`src/sar_adc_control_defines.svh`:
```
// Register indices, field positions, reset values and timing counts of the converter control block
`ifndef SAR_ADC_CONTROL_DEFINES_SVH
`define SAR_ADC_CONTROL_DEFINES_SVH

// Register indices; byte address is four times the index
`define IDX_IRQ_ENABLE 6'h00
`define IDX_IRQ_REQUEST 6'h01
`define IDX_CHANNEL_REFERENCE_CONFIG 6'h07
`define IDX_PIN_ANALOG_SELECT 6'h08
`define IDX_CONVERSION_CONTROL 6'h09
`define IDX_RESULT_LOW_NIBBLE 6'h0A
`define IDX_RESULT_MID_NIBBLE 6'h0B
`define IDX_RESULT_HIGH_NIBBLE 6'h0C

// Field positions
`define CFG_MODULE_ENABLE 0
`define CFG_CHANNEL_LSB 1
`define CFG_CHANNEL_MSB 2
`define CFG_REFERENCE_SOURCE 3
`define CTL_LENGTH_SELECT 0
`define CTL_DIV_LSB 1
`define CTL_DIV_MSB 2
`define CTL_START_DONE 3
`define IRQ_CONVERTER_BIT 3

// Reset values
`define RST_NIBBLE 4'h0
`define RST_RESULT 10'h000

// Conversion lengths in converter clock periods
`define LEN_SHORT 7'd15
`define LEN_LONG 7'd114
`define TRIAL_BITS 7'd10

// Timing: oscillator period, system period and end-to-acquisition gap
`define CLK_PS 25000
`define TOSC_PS 62500
`define TSYS_TOSC 16
`define GAP_TOSC 16
`define TSYS_CYC ((`TSYS_TOSC * `TOSC_PS + `CLK_PS - 1) / `CLK_PS)
`define GAP_CYC ((`GAP_TOSC * `TOSC_PS + `CLK_PS - 1) / `CLK_PS)

`endif

```
`src/sar_adc_control_pkg.sv`:
```
// Types shared by the converter control block
`default_nettype none
package sar_adc_control_pkg;

	typedef enum logic [1:0] {
		S_IDLE,
		S_HOLD,
		S_ACQ,
		S_TRIAL
	} conv_state_e;

	typedef struct packed {
		conv_state_e st;
		logic [3:0] cfg;
		logic [3:0] pins;
		logic [3:0] ctrl;
		logic [9:0] res;
		logic [9:0] sar;
		logic [3:0] bidx;
		logic ien;
		logic ireq;
		logic [5:0] pre;
		logic [2:0] dcnt;
		logic [6:0] tcnt;
		logic [5:0] gcnt;
		logic ack;
		logic [3:0] rdat;
		logic irq;
		logic wake;
		logic samp;
		logic pwr;
	} ctl_state_s;

endpackage
`default_nettype wire

```
`src/sar_adc_control.sv`:
```
// Control logic of a four-channel 10-bit successive-approximation converter with a Wishbone slave
// Operation
// Enable bit powers and permits converter
// Channel field routes one of four inputs
// Reference bit picks supply or external pin
// Pin select bits make pins analog inputs
// Analog pins lose digital function, pull-high
// Length bit gives 15 or 114 periods
// Divider gives 1, 2, 4, 8 system periods
// Writing start begins; bit holds while busy
// Hardware clears start bit on completion
// Writing zero while busy aborts conversion
// Aborted conversion leaves result untouched
// Result split over three read-only nibbles
// Completion raises request; enable gates interrupt
// Sixteen oscillator periods before next acquisition
// Runs in halt, stops on stop
// Enabled completion wakes core from halt
// Software keeps converter period within limits
// Software sets analog pins as inputs
// Software configures before setting start
// Enable and request sit at bit three
// Start ignored while module is disabled
`timescale 1ns/1ps
`default_nettype none
`include "sar_adc_control_defines.svh"

module sar_adc_control
	import sar_adc_control_pkg::*;
(
	input wire logic CLK_I,
	input wire logic RESETN_I,
	input wire logic WB_CYC_I,
	input wire logic WB_STB_I,
	input wire logic WB_WE_I,
	input wire logic [7:0] WB_ADR_I,
	input wire logic [3:0] WB_SEL_I,
	input wire logic [31:0] WB_DAT_I,
	output logic WB_ACK_O,
	output logic [31:0] WB_DAT_O,
	input wire logic COMP_I,
	input wire logic HALT_I,
	input wire logic STOP_I,
	output logic ADC_PWR_O,
	output logic SAMPLE_O,
	output logic [1:0] CH_SEL_O,
	output logic VREF_EXT_O,
	output logic [9:0] DAC_CODE_O,
	output logic [3:0] ANALOG_SEL_O,
	output logic IRQ_O,
	output logic WAKE_O
);

	localparam ctl_state_s RST = '{
		st: S_IDLE,
		cfg: `RST_NIBBLE,
		pins: `RST_NIBBLE,
		ctrl: `RST_NIBBLE,
		res: `RST_RESULT,
		sar: `RST_RESULT,
		bidx: 4'h0,
		ien: 1'b0,
		ireq: 1'b0,
		pre: 6'h00,
		dcnt: 3'h0,
		tcnt: 7'h00,
		gcnt: 6'h00,
		ack: 1'b0,
		rdat: 4'h0,
		irq: 1'b0,
		wake: 1'b0,
		samp: 1'b0,
		pwr: 1'b0
	};
	localparam logic [5:0] TSYS_LAST = 6'(`TSYS_CYC - 1);
	localparam logic [5:0] GAP_LOAD = 6'(`GAP_CYC);

	ctl_state_s q;
	ctl_state_s next_q;
	logic acc;
	logic wr;
	logic sys_tick;
	logic tad_tick;
	logic fin;
	logic kill;
	logic [5:0] idx;
	logic [6:0] len;

	// Last divider count for each setting
	function automatic logic [2:0] div_last(input logic [1:0] d);
		case (d)
			2'h0: div_last = 3'h0;
			2'h1: div_last = 3'h1;
			2'h2: div_last = 3'h3;
			default: div_last = 3'h7;
		endcase
	endfunction

	function automatic logic [6:0] conv_len(input logic long_sel);
		conv_len = long_sel ? `LEN_LONG : `LEN_SHORT;
	endfunction

	always_comb begin
		next_q = q;
		idx = WB_ADR_I[7:2];
		acc = WB_CYC_I & WB_STB_I & ~q.ack;
		wr = acc & WB_WE_I & WB_SEL_I[0];
		sys_tick = 1'b0;
		tad_tick = 1'b0;
		fin = 1'b0;
		// stop halts the converter, halt does not
		kill = STOP_I | ~q.cfg[`CFG_MODULE_ENABLE];
		len = conv_len(q.ctrl[`CTL_LENGTH_SELECT]);
		next_q.ack = acc;
		if (q.gcnt != 6'h00) begin
			next_q.gcnt = q.gcnt - 6'h01;
		end
		// system period then converter period divider
		if (q.st == S_ACQ || q.st == S_TRIAL) begin
			if (q.pre == TSYS_LAST) begin
				next_q.pre = 6'h00;
				sys_tick = 1'b1;
			end else begin
				next_q.pre = q.pre + 6'h01;
			end
			if (sys_tick) begin
				if (q.dcnt >= div_last(q.ctrl[`CTL_DIV_MSB:`CTL_DIV_LSB])) begin
					next_q.dcnt = 3'h0;
					tad_tick = 1'b1;
				end else begin
					next_q.dcnt = q.dcnt + 3'h1;
				end
			end
		end
		case (q.st)
			S_IDLE: begin
			end
			// acquisition waits out the gap
			S_HOLD: begin
				if (q.gcnt == 6'h00) begin
					next_q.st = S_ACQ;
				end
			end
			// acquisition fills all but ten periods
			S_ACQ: begin
				if (tad_tick) begin
					next_q.tcnt = q.tcnt + 7'h01;
					if (q.tcnt == len - `TRIAL_BITS - 7'h01) begin
						next_q.st = S_TRIAL;
						next_q.sar = 10'h200;
						next_q.bidx = 4'h9;
					end
				end
			end
			S_TRIAL: begin
				if (tad_tick) begin
					next_q.tcnt = q.tcnt + 7'h01;
					if (!COMP_I) begin
						next_q.sar[q.bidx] = 1'b0;
					end
					if (q.bidx == 4'h0) begin
						fin = 1'b1;
					end else begin
						next_q.sar[q.bidx - 4'h1] = 1'b1;
						next_q.bidx = q.bidx - 4'h1;
					end
				end
			end
			default: begin
				next_q.st = S_IDLE;
			end
		endcase
		// completion clears start, raises request and is the only load of result
		if (fin) begin
			next_q.res = next_q.sar;
			next_q.ctrl[`CTL_START_DONE] = 1'b0;
			next_q.ireq = 1'b1;
			next_q.st = S_IDLE;
			next_q.gcnt = GAP_LOAD;
		end
		if (wr) begin
			case (idx)
				// converter flags at bit three
				`IDX_IRQ_ENABLE: next_q.ien = WB_DAT_I[`IRQ_CONVERTER_BIT];
				`IDX_IRQ_REQUEST: next_q.ireq = WB_DAT_I[`IRQ_CONVERTER_BIT] | fin;
				`IDX_CHANNEL_REFERENCE_CONFIG: next_q.cfg = WB_DAT_I[3:0];
				`IDX_PIN_ANALOG_SELECT: next_q.pins = WB_DAT_I[3:0];
				`IDX_CONVERSION_CONTROL: begin
					next_q.ctrl[2:0] = WB_DAT_I[2:0];
					if (WB_DAT_I[`CTL_START_DONE]) begin
						// start only when idle and enabled
						if (q.st == S_IDLE && !fin && !kill) begin
							next_q.ctrl[`CTL_START_DONE] = 1'b1;
							next_q.st = (q.gcnt == 6'h00) ? S_ACQ : S_HOLD;
							next_q.pre = 6'h00;
							next_q.dcnt = 3'h0;
							next_q.tcnt = 7'h00;
							next_q.sar = 10'h000;
						end
					end else if (!fin) begin
						// abort, result kept
						next_q.ctrl[`CTL_START_DONE] = 1'b0;
						next_q.st = S_IDLE;
					end
				end
				default: begin
				end
			endcase
		end
		// disable or stop ends any conversion
		if (kill && !fin) begin
			next_q.ctrl[`CTL_START_DONE] = 1'b0;
			next_q.st = S_IDLE;
		end
		if (acc && !WB_WE_I) begin
			case (idx)
				`IDX_IRQ_ENABLE: next_q.rdat = {q.ien, 3'h0};
				`IDX_IRQ_REQUEST: next_q.rdat = {q.ireq, 3'h0};
				`IDX_CHANNEL_REFERENCE_CONFIG: next_q.rdat = q.cfg;
				`IDX_PIN_ANALOG_SELECT: next_q.rdat = q.pins;
				`IDX_CONVERSION_CONTROL: next_q.rdat = q.ctrl;
				// result nibble packing
				`IDX_RESULT_LOW_NIBBLE: next_q.rdat = {q.res[2:0], 1'b0};
				`IDX_RESULT_MID_NIBBLE: next_q.rdat = q.res[6:3];
				`IDX_RESULT_HIGH_NIBBLE: next_q.rdat = {1'b0, q.res[9:7]};
				default: next_q.rdat = 4'h0;
			endcase
		end
		// request gated by enable, wake only in halt
		next_q.irq = next_q.ireq & next_q.ien;
		next_q.wake = next_q.ireq & next_q.ien & HALT_I;
		next_q.samp = (next_q.st == S_ACQ);
		next_q.pwr = next_q.cfg[`CFG_MODULE_ENABLE] & ~STOP_I;
	end

	always_ff @(posedge CLK_I) begin
		if (!RESETN_I) begin
			q <= RST;
		end else begin
			q <= next_q;
		end
	end

	assign WB_ACK_O = q.ack;
	assign WB_DAT_O = {28'h0000000, q.rdat};
	assign IRQ_O = q.irq;
	assign WAKE_O = q.wake;
	assign SAMPLE_O = q.samp;
	// module power follows enable
	assign ADC_PWR_O = q.pwr;
	// channel and reference routing
	assign CH_SEL_O = q.cfg[`CFG_CHANNEL_MSB:`CFG_CHANNEL_LSB];
	assign VREF_EXT_O = q.cfg[`CFG_REFERENCE_SOURCE];
	// a set bit disables digital buffer and pull-high
	assign ANALOG_SEL_O = q.pins;
	assign DAC_CODE_O = q.sar;

	logic go;
	assign go = q.ctrl[`CTL_START_DONE];
endmodule
`default_nettype wire

```
`config.mk`:
```
export PLATFORM = sky130hd
export DESIGN_NAME = sar_adc_control
export DESIGN_NICKNAME = d
export VERILOG_FILES = /design/src/sar_adc_control_pkg.sv /design/src/sar_adc_control.sv
export VERILOG_INCLUDE_DIRS = /design/src
export SDC_FILE = /design/constraint.sdc
export NUM_CORES = 1
export LEC_CHECK = 0
export CAP_MARGIN = 25
export CORE_ASPECT_RATIO = 0.7
export CORE_MARGIN = 2
export CORE_UTILIZATION = 57
export DETAILED_ROUTE_END_ITERATION = 8
export DONT_BUFFER_PORTS = 1
export GPL_TIMING_DRIVEN = 0
export HOLD_SLACK_MARGIN = 0.15
export PLACE_DENSITY = 0.75
export SLEW_MARGIN = 25
export SYNTH_ARGS = -nofsm -noshare
export SYNTH_HDL_FRONTEND = slang
export SYNTH_SLANG_ARGS = --single-unit
```
`constraint.sdc`:
```
create_clock -name CLK_I -period 1.92 [get_ports CLK_I]
set_input_delay 0.096 -clock CLK_I [delete_from_list [all_inputs] [get_ports CLK_I]]
set_output_delay 0.096 -clock CLK_I [all_outputs]
set_load 0.01 [all_outputs]
```
Yosys cells after proc, flatten, opt, wreduce, memory -nomap -nowiden
Index checks and enable logic that the tools add are counted.
- register bits after elaboration: 71
- bits of input ports: 52
- logic and storage cells: 157
- $add $sub $neg: 7
- order comparisons: 5
- equality and inequality tests: 19
- mux-type cells: 63
- bitwise operators: 16
- reduce and logical (&&, ||, !) cells: 25
- operator list (kind ; number):
    two-way mux 10 bit ; 7
    two-way mux 14 bit ; 5
    two-way mux 16 bit ; 3
    case mux 4 bit (8 select lines) ; 1
    equality test 6 x 4 -> 1 bit, second input constant ; 5
    case mux 14 bit (2 select lines) ; 1
    two-way mux 7 bit ; 3
    two-way mux 2 bit ; 10
    two-way mux 18 bit ; 1
    two-way mux 6 bit ; 3
    two-way mux 1 bit ; 17
    zero test 6 bit ; 2
    two-way mux 3 bit ; 4
    two-way mux 4 bit ; 3
    bitwise AND 10 bit ; 1
    less-than comparator 4 x 5 -> 1 bit, second input constant ; 2
    inverter 10 bit ; 1
    bitwise OR 10 bit ; 1
    two-way mux 9 bit ; 1
    case mux 3 bit (3 select lines) ; 1
    demux 1 bit (select 4 bit) ; 2
    equality test 2 bit, second input constant ; 4
    >= comparator 4 x 1 -> 1 bit, second input constant ; 2
    adder 7 x 1 -> 7 bit, second input constant ; 1
    28 further kinds ; 54

Depth between registers and ports, before layout
- depth in word-level cells: 20
- gate-level depth with buffers: 9

Least setup slack after synthesis
Ideal clock, no wire load.
- path kind: register to register
- start point: reg q[59] in the netlist's numbering
- end point: reg q[56] in the netlist's numbering
- setup time: 0.086 ns
- arrival: 1.975 ns
- required time: 1.834 ns
- slack: -0.141 ns
- cell stages (with the launch flop): 9
- buffers on the path: 1
- clock period less this slack: 2.061 ns
- cell sequence: dfxtp_1 -> or2_2 -> ha_1 -> nor2b_1 -> o21ai_1 -> clkbuf_1 -> nand3_1 -> and3_1 -> a211oi_1
- cells in the longest elaborated chain, start to end: 10
- elaborated cells on any way between the ends: 15
- RTL lines (element ; RTL line ; RTL):
    start, declared ; sar_adc_control.sv:78 ; ctl_state_s q;
    start signal, assigned ; sar_adc_control.sv:240 ; q <= next_q;
    equality test 2 bit (tied with other cells) ; sar_adc_control.sv:91 ; case (d)
    case mux 3 bit (3 select lines) * ; sar_adc_control.sv:91 ;
    two-way mux 3 bit * ; sar_adc_control.sv:126 ; if (sys_tick) begin
    two-way mux 3 bit * ; sar_adc_control.sv:119 ; if (q.st == S_ACQ || q.st == S_TRIAL) begin
    >= comparator 3 bit * ; sar_adc_control.sv:127 ; if (q.dcnt >= div_last(q.ctrl[`CTL_DIV_MSB:`CTL_DIV_LSB])) begin
    two-way mux 1 bit * ; sar_adc_control.sv:127 ;
    two-way mux 1 bit * ; sar_adc_control.sv:126 ;
    two-way mux 1 bit * ; sar_adc_control.sv:119 ;
    two-way mux 14 bit (tied with other cells) ; sar_adc_control.sv:156 ; if (tad_tick) begin
    case mux 14 bit (2 select lines) / two-way mux 1 bit (equally long branches) ; sar_adc_control.sv:135 ; case (q.st)
Every way passes the cells marked *; elsewhere a longest branch is shown, timed or not. The select of a mux whose other input is x is not followed.
A chain may end at the register's enable or synchronous reset.

Final worst setup path
- start point: reg q[59] in the netlist's numbering
- end point: reg q[20] in the netlist's numbering
- cells in the longest elaborated chain, start to end: 17
- elaborated cells on any way between the ends: 21
- RTL lines (element ; RTL line ; RTL):
    equality test 2 bit (tied with other cells) ; sar_adc_control.sv:91 ;
    case mux 3 bit (3 select lines) * ; sar_adc_control.sv:91 ;
    two-way mux 3 bit * ; sar_adc_control.sv:126 ;
    two-way mux 3 bit * ; sar_adc_control.sv:119 ;
    >= comparator 3 bit * ; sar_adc_control.sv:127 ;
    two-way mux 1 bit * ; sar_adc_control.sv:127 ;
    two-way mux 1 bit * ; sar_adc_control.sv:126 ;
    two-way mux 1 bit * ; sar_adc_control.sv:119 ;
    two-way mux 1 bit ; sar_adc_control.sv:156 ;
    two-way mux 1 bit ; sar_adc_control.sv:135 ;
    zero test 1 bit ; sar_adc_control.sv:192 ; if (q.st == S_IDLE && !fin && !kill) begin
    logical AND 1 bit (2 in series) ; sar_adc_control.sv:192 ;
    two-way mux 16 bit ; sar_adc_control.sv:192 ;
    two-way mux 16 bit ; sar_adc_control.sv:190 ; if (WB_DAT_I[`CTL_START_DONE]) begin
    two-way mux 16 bit ; sar_adc_control.sv:182 ; case (idx)
    two-way mux 18 bit * ; sar_adc_control.sv:181 ; if (wr) begin
Marks and branches as above.

==> metrics.csv <==
metric,value,unit
Worst slew margin,0.5411,
number of search-and-repair iterations in the first detailed-routing pass,5,
global route overflow,0,
Total Die Area,0.007622,mm²
maximum net fanout on the critical path,7,
antenna violations before repair,0,
clock tree buffer depth,2,
worst-path cell chain,or2_4 > ha_4 > nor2b_4 > o21ai_4 > buf_4 > clkbuf_8 > buf_6 > nand4_1 > xor2_1 > nor2_1,
number of top-level design ports,106,
Clock Tree Root,sky130_fd_sc_hd__clkbuf_8,
count of final max-slew check failures,0,
number of DRC violations after detailed routing,0,
instance count of the mapped netlist,480,
proportion of layout cells with a drive suffix above 1,0.3178,
H-Tree Level Count,3,
vias in the first global route,3276,
cell area after layout,0.005132,mm²
"Seq/Total Area, Yosys",0.3598,
Post-synth ARST share,0,
Pleak,1.961,nW
die height,73.65,µm
master of the slowest instance on the critical path,sky130_fd_sc_hd__dfxtp_4,
primary flip-flop cell chosen by synthesis mapping,sky130_fd_sc_hd__dfxtp_1,
R2R cell count,10,
startpoint-to-endpoint class of the critical path,reg2reg,
element type at the critical path start,flip-flop,
number of enable flip-flop cells after synthesis,0,
endpoint kind of the worst setup timing path,flip-flop,
Worst-path clk slew,90,ps
number of warnings reported in the yosys synthesis log,0,
shortest period the worst path allows,2045,ps
reg-to-reg critical path endpoint,q[20],
combined area of the multi-input logic cells,0.002466,mm²
status,"complete, but fails checks",
quantity of I/O buffers inserted on ports,0,
data required time at the worst endpoint,2180,ps
Hold Crit Depth,4,
Fmax,489.0,MHz
average wire per standard cell,16.82,µm
count of unique library cells instantiated by Yosys,59,
placed wire-length estimate after detailed placement,7419,µm
total inserted antenna cells,0,
total of max-cap violations,0,
register area,0.001439,mm²
synthesized area per cell,8.229,µm²
clock insertion delay at the later pin of the skew report,370,ps
Sinks on Clock Net,71,
cell area after synthesis,0.003950,mm²
Hold/Removal Path Class,in2reg,
unrepaired setup endpoints after global routing,true,
final hold vios,0,
Util after Layout,0.7632,
effective utilization at floorplan,0.5873,
synthesis-to-layout area growth,29.93,%
chip width,103.5,µm
final count of negative-setup-slack endpoints,25,
Worst Hold Path EP,WB_DAT_O[3],
weighted congestion reported at the end of routability-driven placement,0.9869,
failing checks,setup timing,
First DRT Iteration DRCs,283,
number of nets with antenna violations after detailed routing,0,
total number of vias,3761,
Sum Neg Setup Slack,-1290,ps
number of nets in the final layout,616,
Final Skew,9.725,ps
worst flop-to-flop path startpoint,q[59],
via-per-instance ratio,5.777,
VDD IR-drop max,0.6605,mV
share of the cycle needed by the critical path after routing,1.065,
total wire length after detailed routing,10950,µm
Std-Cell Core Area,0.006725,mm²
Hold Path Origin,WB_ADR_I[6],
power density normalized to cell area,651.0,mW/mm²
placement-stage worst setup slack,-420.1,ps
slack of the worst reg-to-reg path,-120,ps
delay of the slowest cell on the worst path,350,ps
TritonCTS clock tree,yes,
Worst EP arrival,2310,ps
Worst-Margin Slew,688.3,ps
register bit total from synthesis,71,
num rows,25,
smallest setup slack after layout,-125.0,ps
fill cell instance count of the final layout,469,
overall track demand over capacity in global routing,0.2766,
wire length of the first global-routing pass,15910,µm
largest net degree at the start of global routing,15,
cts bufs inserted,9,
post-placement cell area,0.004192,mm²
critical path: cells and delay by family (launching register included):
kind,cells,cell delay [ps]
adders and majority gates,1,280
and+or+nand+nor,4,460
AOI/OAI and AO/OA,1,240
buffers and inverters,3,420
xor gates and xnor gates,1,190
DFF,1,350
layout by cell type (no fill, tap or decap), types with 4 or more instances in the layout:
cell type	instances
sky130_fd_sc_hd__a211oi_1	7
sky130_fd_sc_hd__a21oi_1	25
sky130_fd_sc_hd__a21oi_2	5
sky130_fd_sc_hd__a31oi_1	6
sky130_fd_sc_hd__buf_4	67
sky130_fd_sc_hd__buf_6	7
sky130_fd_sc_hd__clkbuf_1	10
sky130_fd_sc_hd__clkbuf_8	11
sky130_fd_sc_hd__conb_1	28
sky130_fd_sc_hd__dfxtp_1	63
sky130_fd_sc_hd__dfxtp_2	5
sky130_fd_sc_hd__dlygate4sd3_1	10
sky130_fd_sc_hd__ha_1	9
sky130_fd_sc_hd__inv_1	11
sky130_fd_sc_hd__mux2i_1	15
sky130_fd_sc_hd__nand2_1	41
sky130_fd_sc_hd__nand2b_1	7
sky130_fd_sc_hd__nand3_1	10
sky130_fd_sc_hd__nand4_1	8
sky130_fd_sc_hd__nor2_1	42
sky130_fd_sc_hd__nor2b_1	7
sky130_fd_sc_hd__nor3_1	14
sky130_fd_sc_hd__nor3_2	5
sky130_fd_sc_hd__o21a_1	4
sky130_fd_sc_hd__o21ai_0	11
sky130_fd_sc_hd__o21ai_1	4
sky130_fd_sc_hd__o41ai_2	4
sky130_fd_sc_hd__or2_2	4
sky130_fd_sc_hd__xnor2_1	6
sky130_fd_sc_hd__xor2_1	8
metal layers:
metal,up-vias,share of wire,track usage
met5,-,0,0
met4,0,0.015,0.09357
met3,22,0.081,0.07231
met2,167,0.46,0.4079
met1,1805,0.45,0.3926
li1,1767,-,-
registers in the layout (all words and copies together), names as in the netlist:
signal and count:
SAMPLE_O 1, ANALOG_SEL_O 4, WAKE_O 1, DAC_CODE_O 10
IRQ_O 1, go 1, q 44, CH_SEL_O 2
VREF_EXT_O 1, WB_ACK_O 1, ADC_PWR_O 1, WB_DAT_O 4
cells in the mapped netlist, types with 6 or more instances:
cell type | count | area share
sky130_fd_sc_hd__buf_4 | 48 | 0.091
sky130_fd_sc_hd__or2_2 | 6 | 0.0095
sky130_fd_sc_hd__nor2_1 | 45 | 0.043
sky130_fd_sc_hd__nand2b_1 | 8 | 0.013
sky130_fd_sc_hd__xnor2_1 | 6 | 0.013
sky130_fd_sc_hd__nand4_1 | 8 | 0.013
sky130_fd_sc_hd__mux2i_1 | 15 | 0.038
sky130_fd_sc_hd__a31oi_1 | 8 | 0.013
sky130_fd_sc_hd__nand3_1 | 14 | 0.018
sky130_fd_sc_hd__nand2_1 | 44 | 0.042
sky130_fd_sc_hd__clkbuf_1 | 17 | 0.016
sky130_fd_sc_hd__dfxtp_1 | 71 | 0.36
sky130_fd_sc_hd__nor3_1 | 20 | 0.025
sky130_fd_sc_hd__a211oi_1 | 8 | 0.015
sky130_fd_sc_hd__a21oi_1 | 31 | 0.039
sky130_fd_sc_hd__inv_1 | 13 | 0.012
sky130_fd_sc_hd__nor2b_1 | 9 | 0.014
sky130_fd_sc_hd__xor2_1 | 8 | 0.018
sky130_fd_sc_hd__ha_1 | 12 | 0.038
sky130_fd_sc_hd__o21ai_0 | 17 | 0.022
final cells by class:
class                   count  area share
well taps                  94     0.02292
flip-flops and latches     71      0.2804
plain buffers              71      0.1026
multi-input cells         351      0.4805
repair buffers             35     0.06387
clock inverters             7     0.01560
inverters                  13    0.009995
clock buffers               9     0.02413
cell families after synthesis:
family | after synthesis | synth area share
buf+inv | 85 | 0.1327
compound gates | 100 | 0.1650
xor+xnor | 14 | 0.03104
simple gates | 179 | 0.2259
fa+ha+maj | 12 | 0.03801
flops | 71 | 0.3598
other cells | 1 | 0.0009494
mux | 18 | 0.04656
stage by stage:
step | total power, W | std cells | hold slack (ps)
after CTS | 0.003322 | 640 | 161.8
after global placement | 0.002032 | 601 | 186.3
after floorplan | 0.001974 | 507 | 175.3
final | 0.003341 | 651 | 158.7
after detailed placement | 0.002053 | 601 | 186.8
after global routing | 0.003479 | 651 | 188.5
power by group:
part | switching, W | internal (W)
clock network | 0.000645 | 0.000613
logic | 0.000272 | 0.000245
registers | 0.0000510 | 0.00152
timing repair:
| action | CTS | global route |
|---|---|---|
| gates cloned | 1 | 0 |
| hold buffers | 10 | 0 |
| setup buffers | 13 | 11 |
| pin swaps | 17 | 27 |
| resized for setup | 61 | 48 |
| endpoints found under the hold margin | 19 | 0 |
| endpoints found under the setup margin | 57 | 41 |
how the worst max path moves through the flow:
stage          start  endpoint  slack, ps  cells after the start
5_1_grt        q[59]     q[47]       -180                      9
3_5_place_dp   q[69]     q[69]       -420                      8
4_1_cts        q[59]     q[69]        -10                      8
6_report       q[59]     q[20]       -120                     10
2_1_floorplan  q[59]  SAMPLE_O          2                      7
3_3_place_gp   q[69]  SAMPLE_O       -390                      8
No activity file was read; power rests on OpenSTA's default activity.
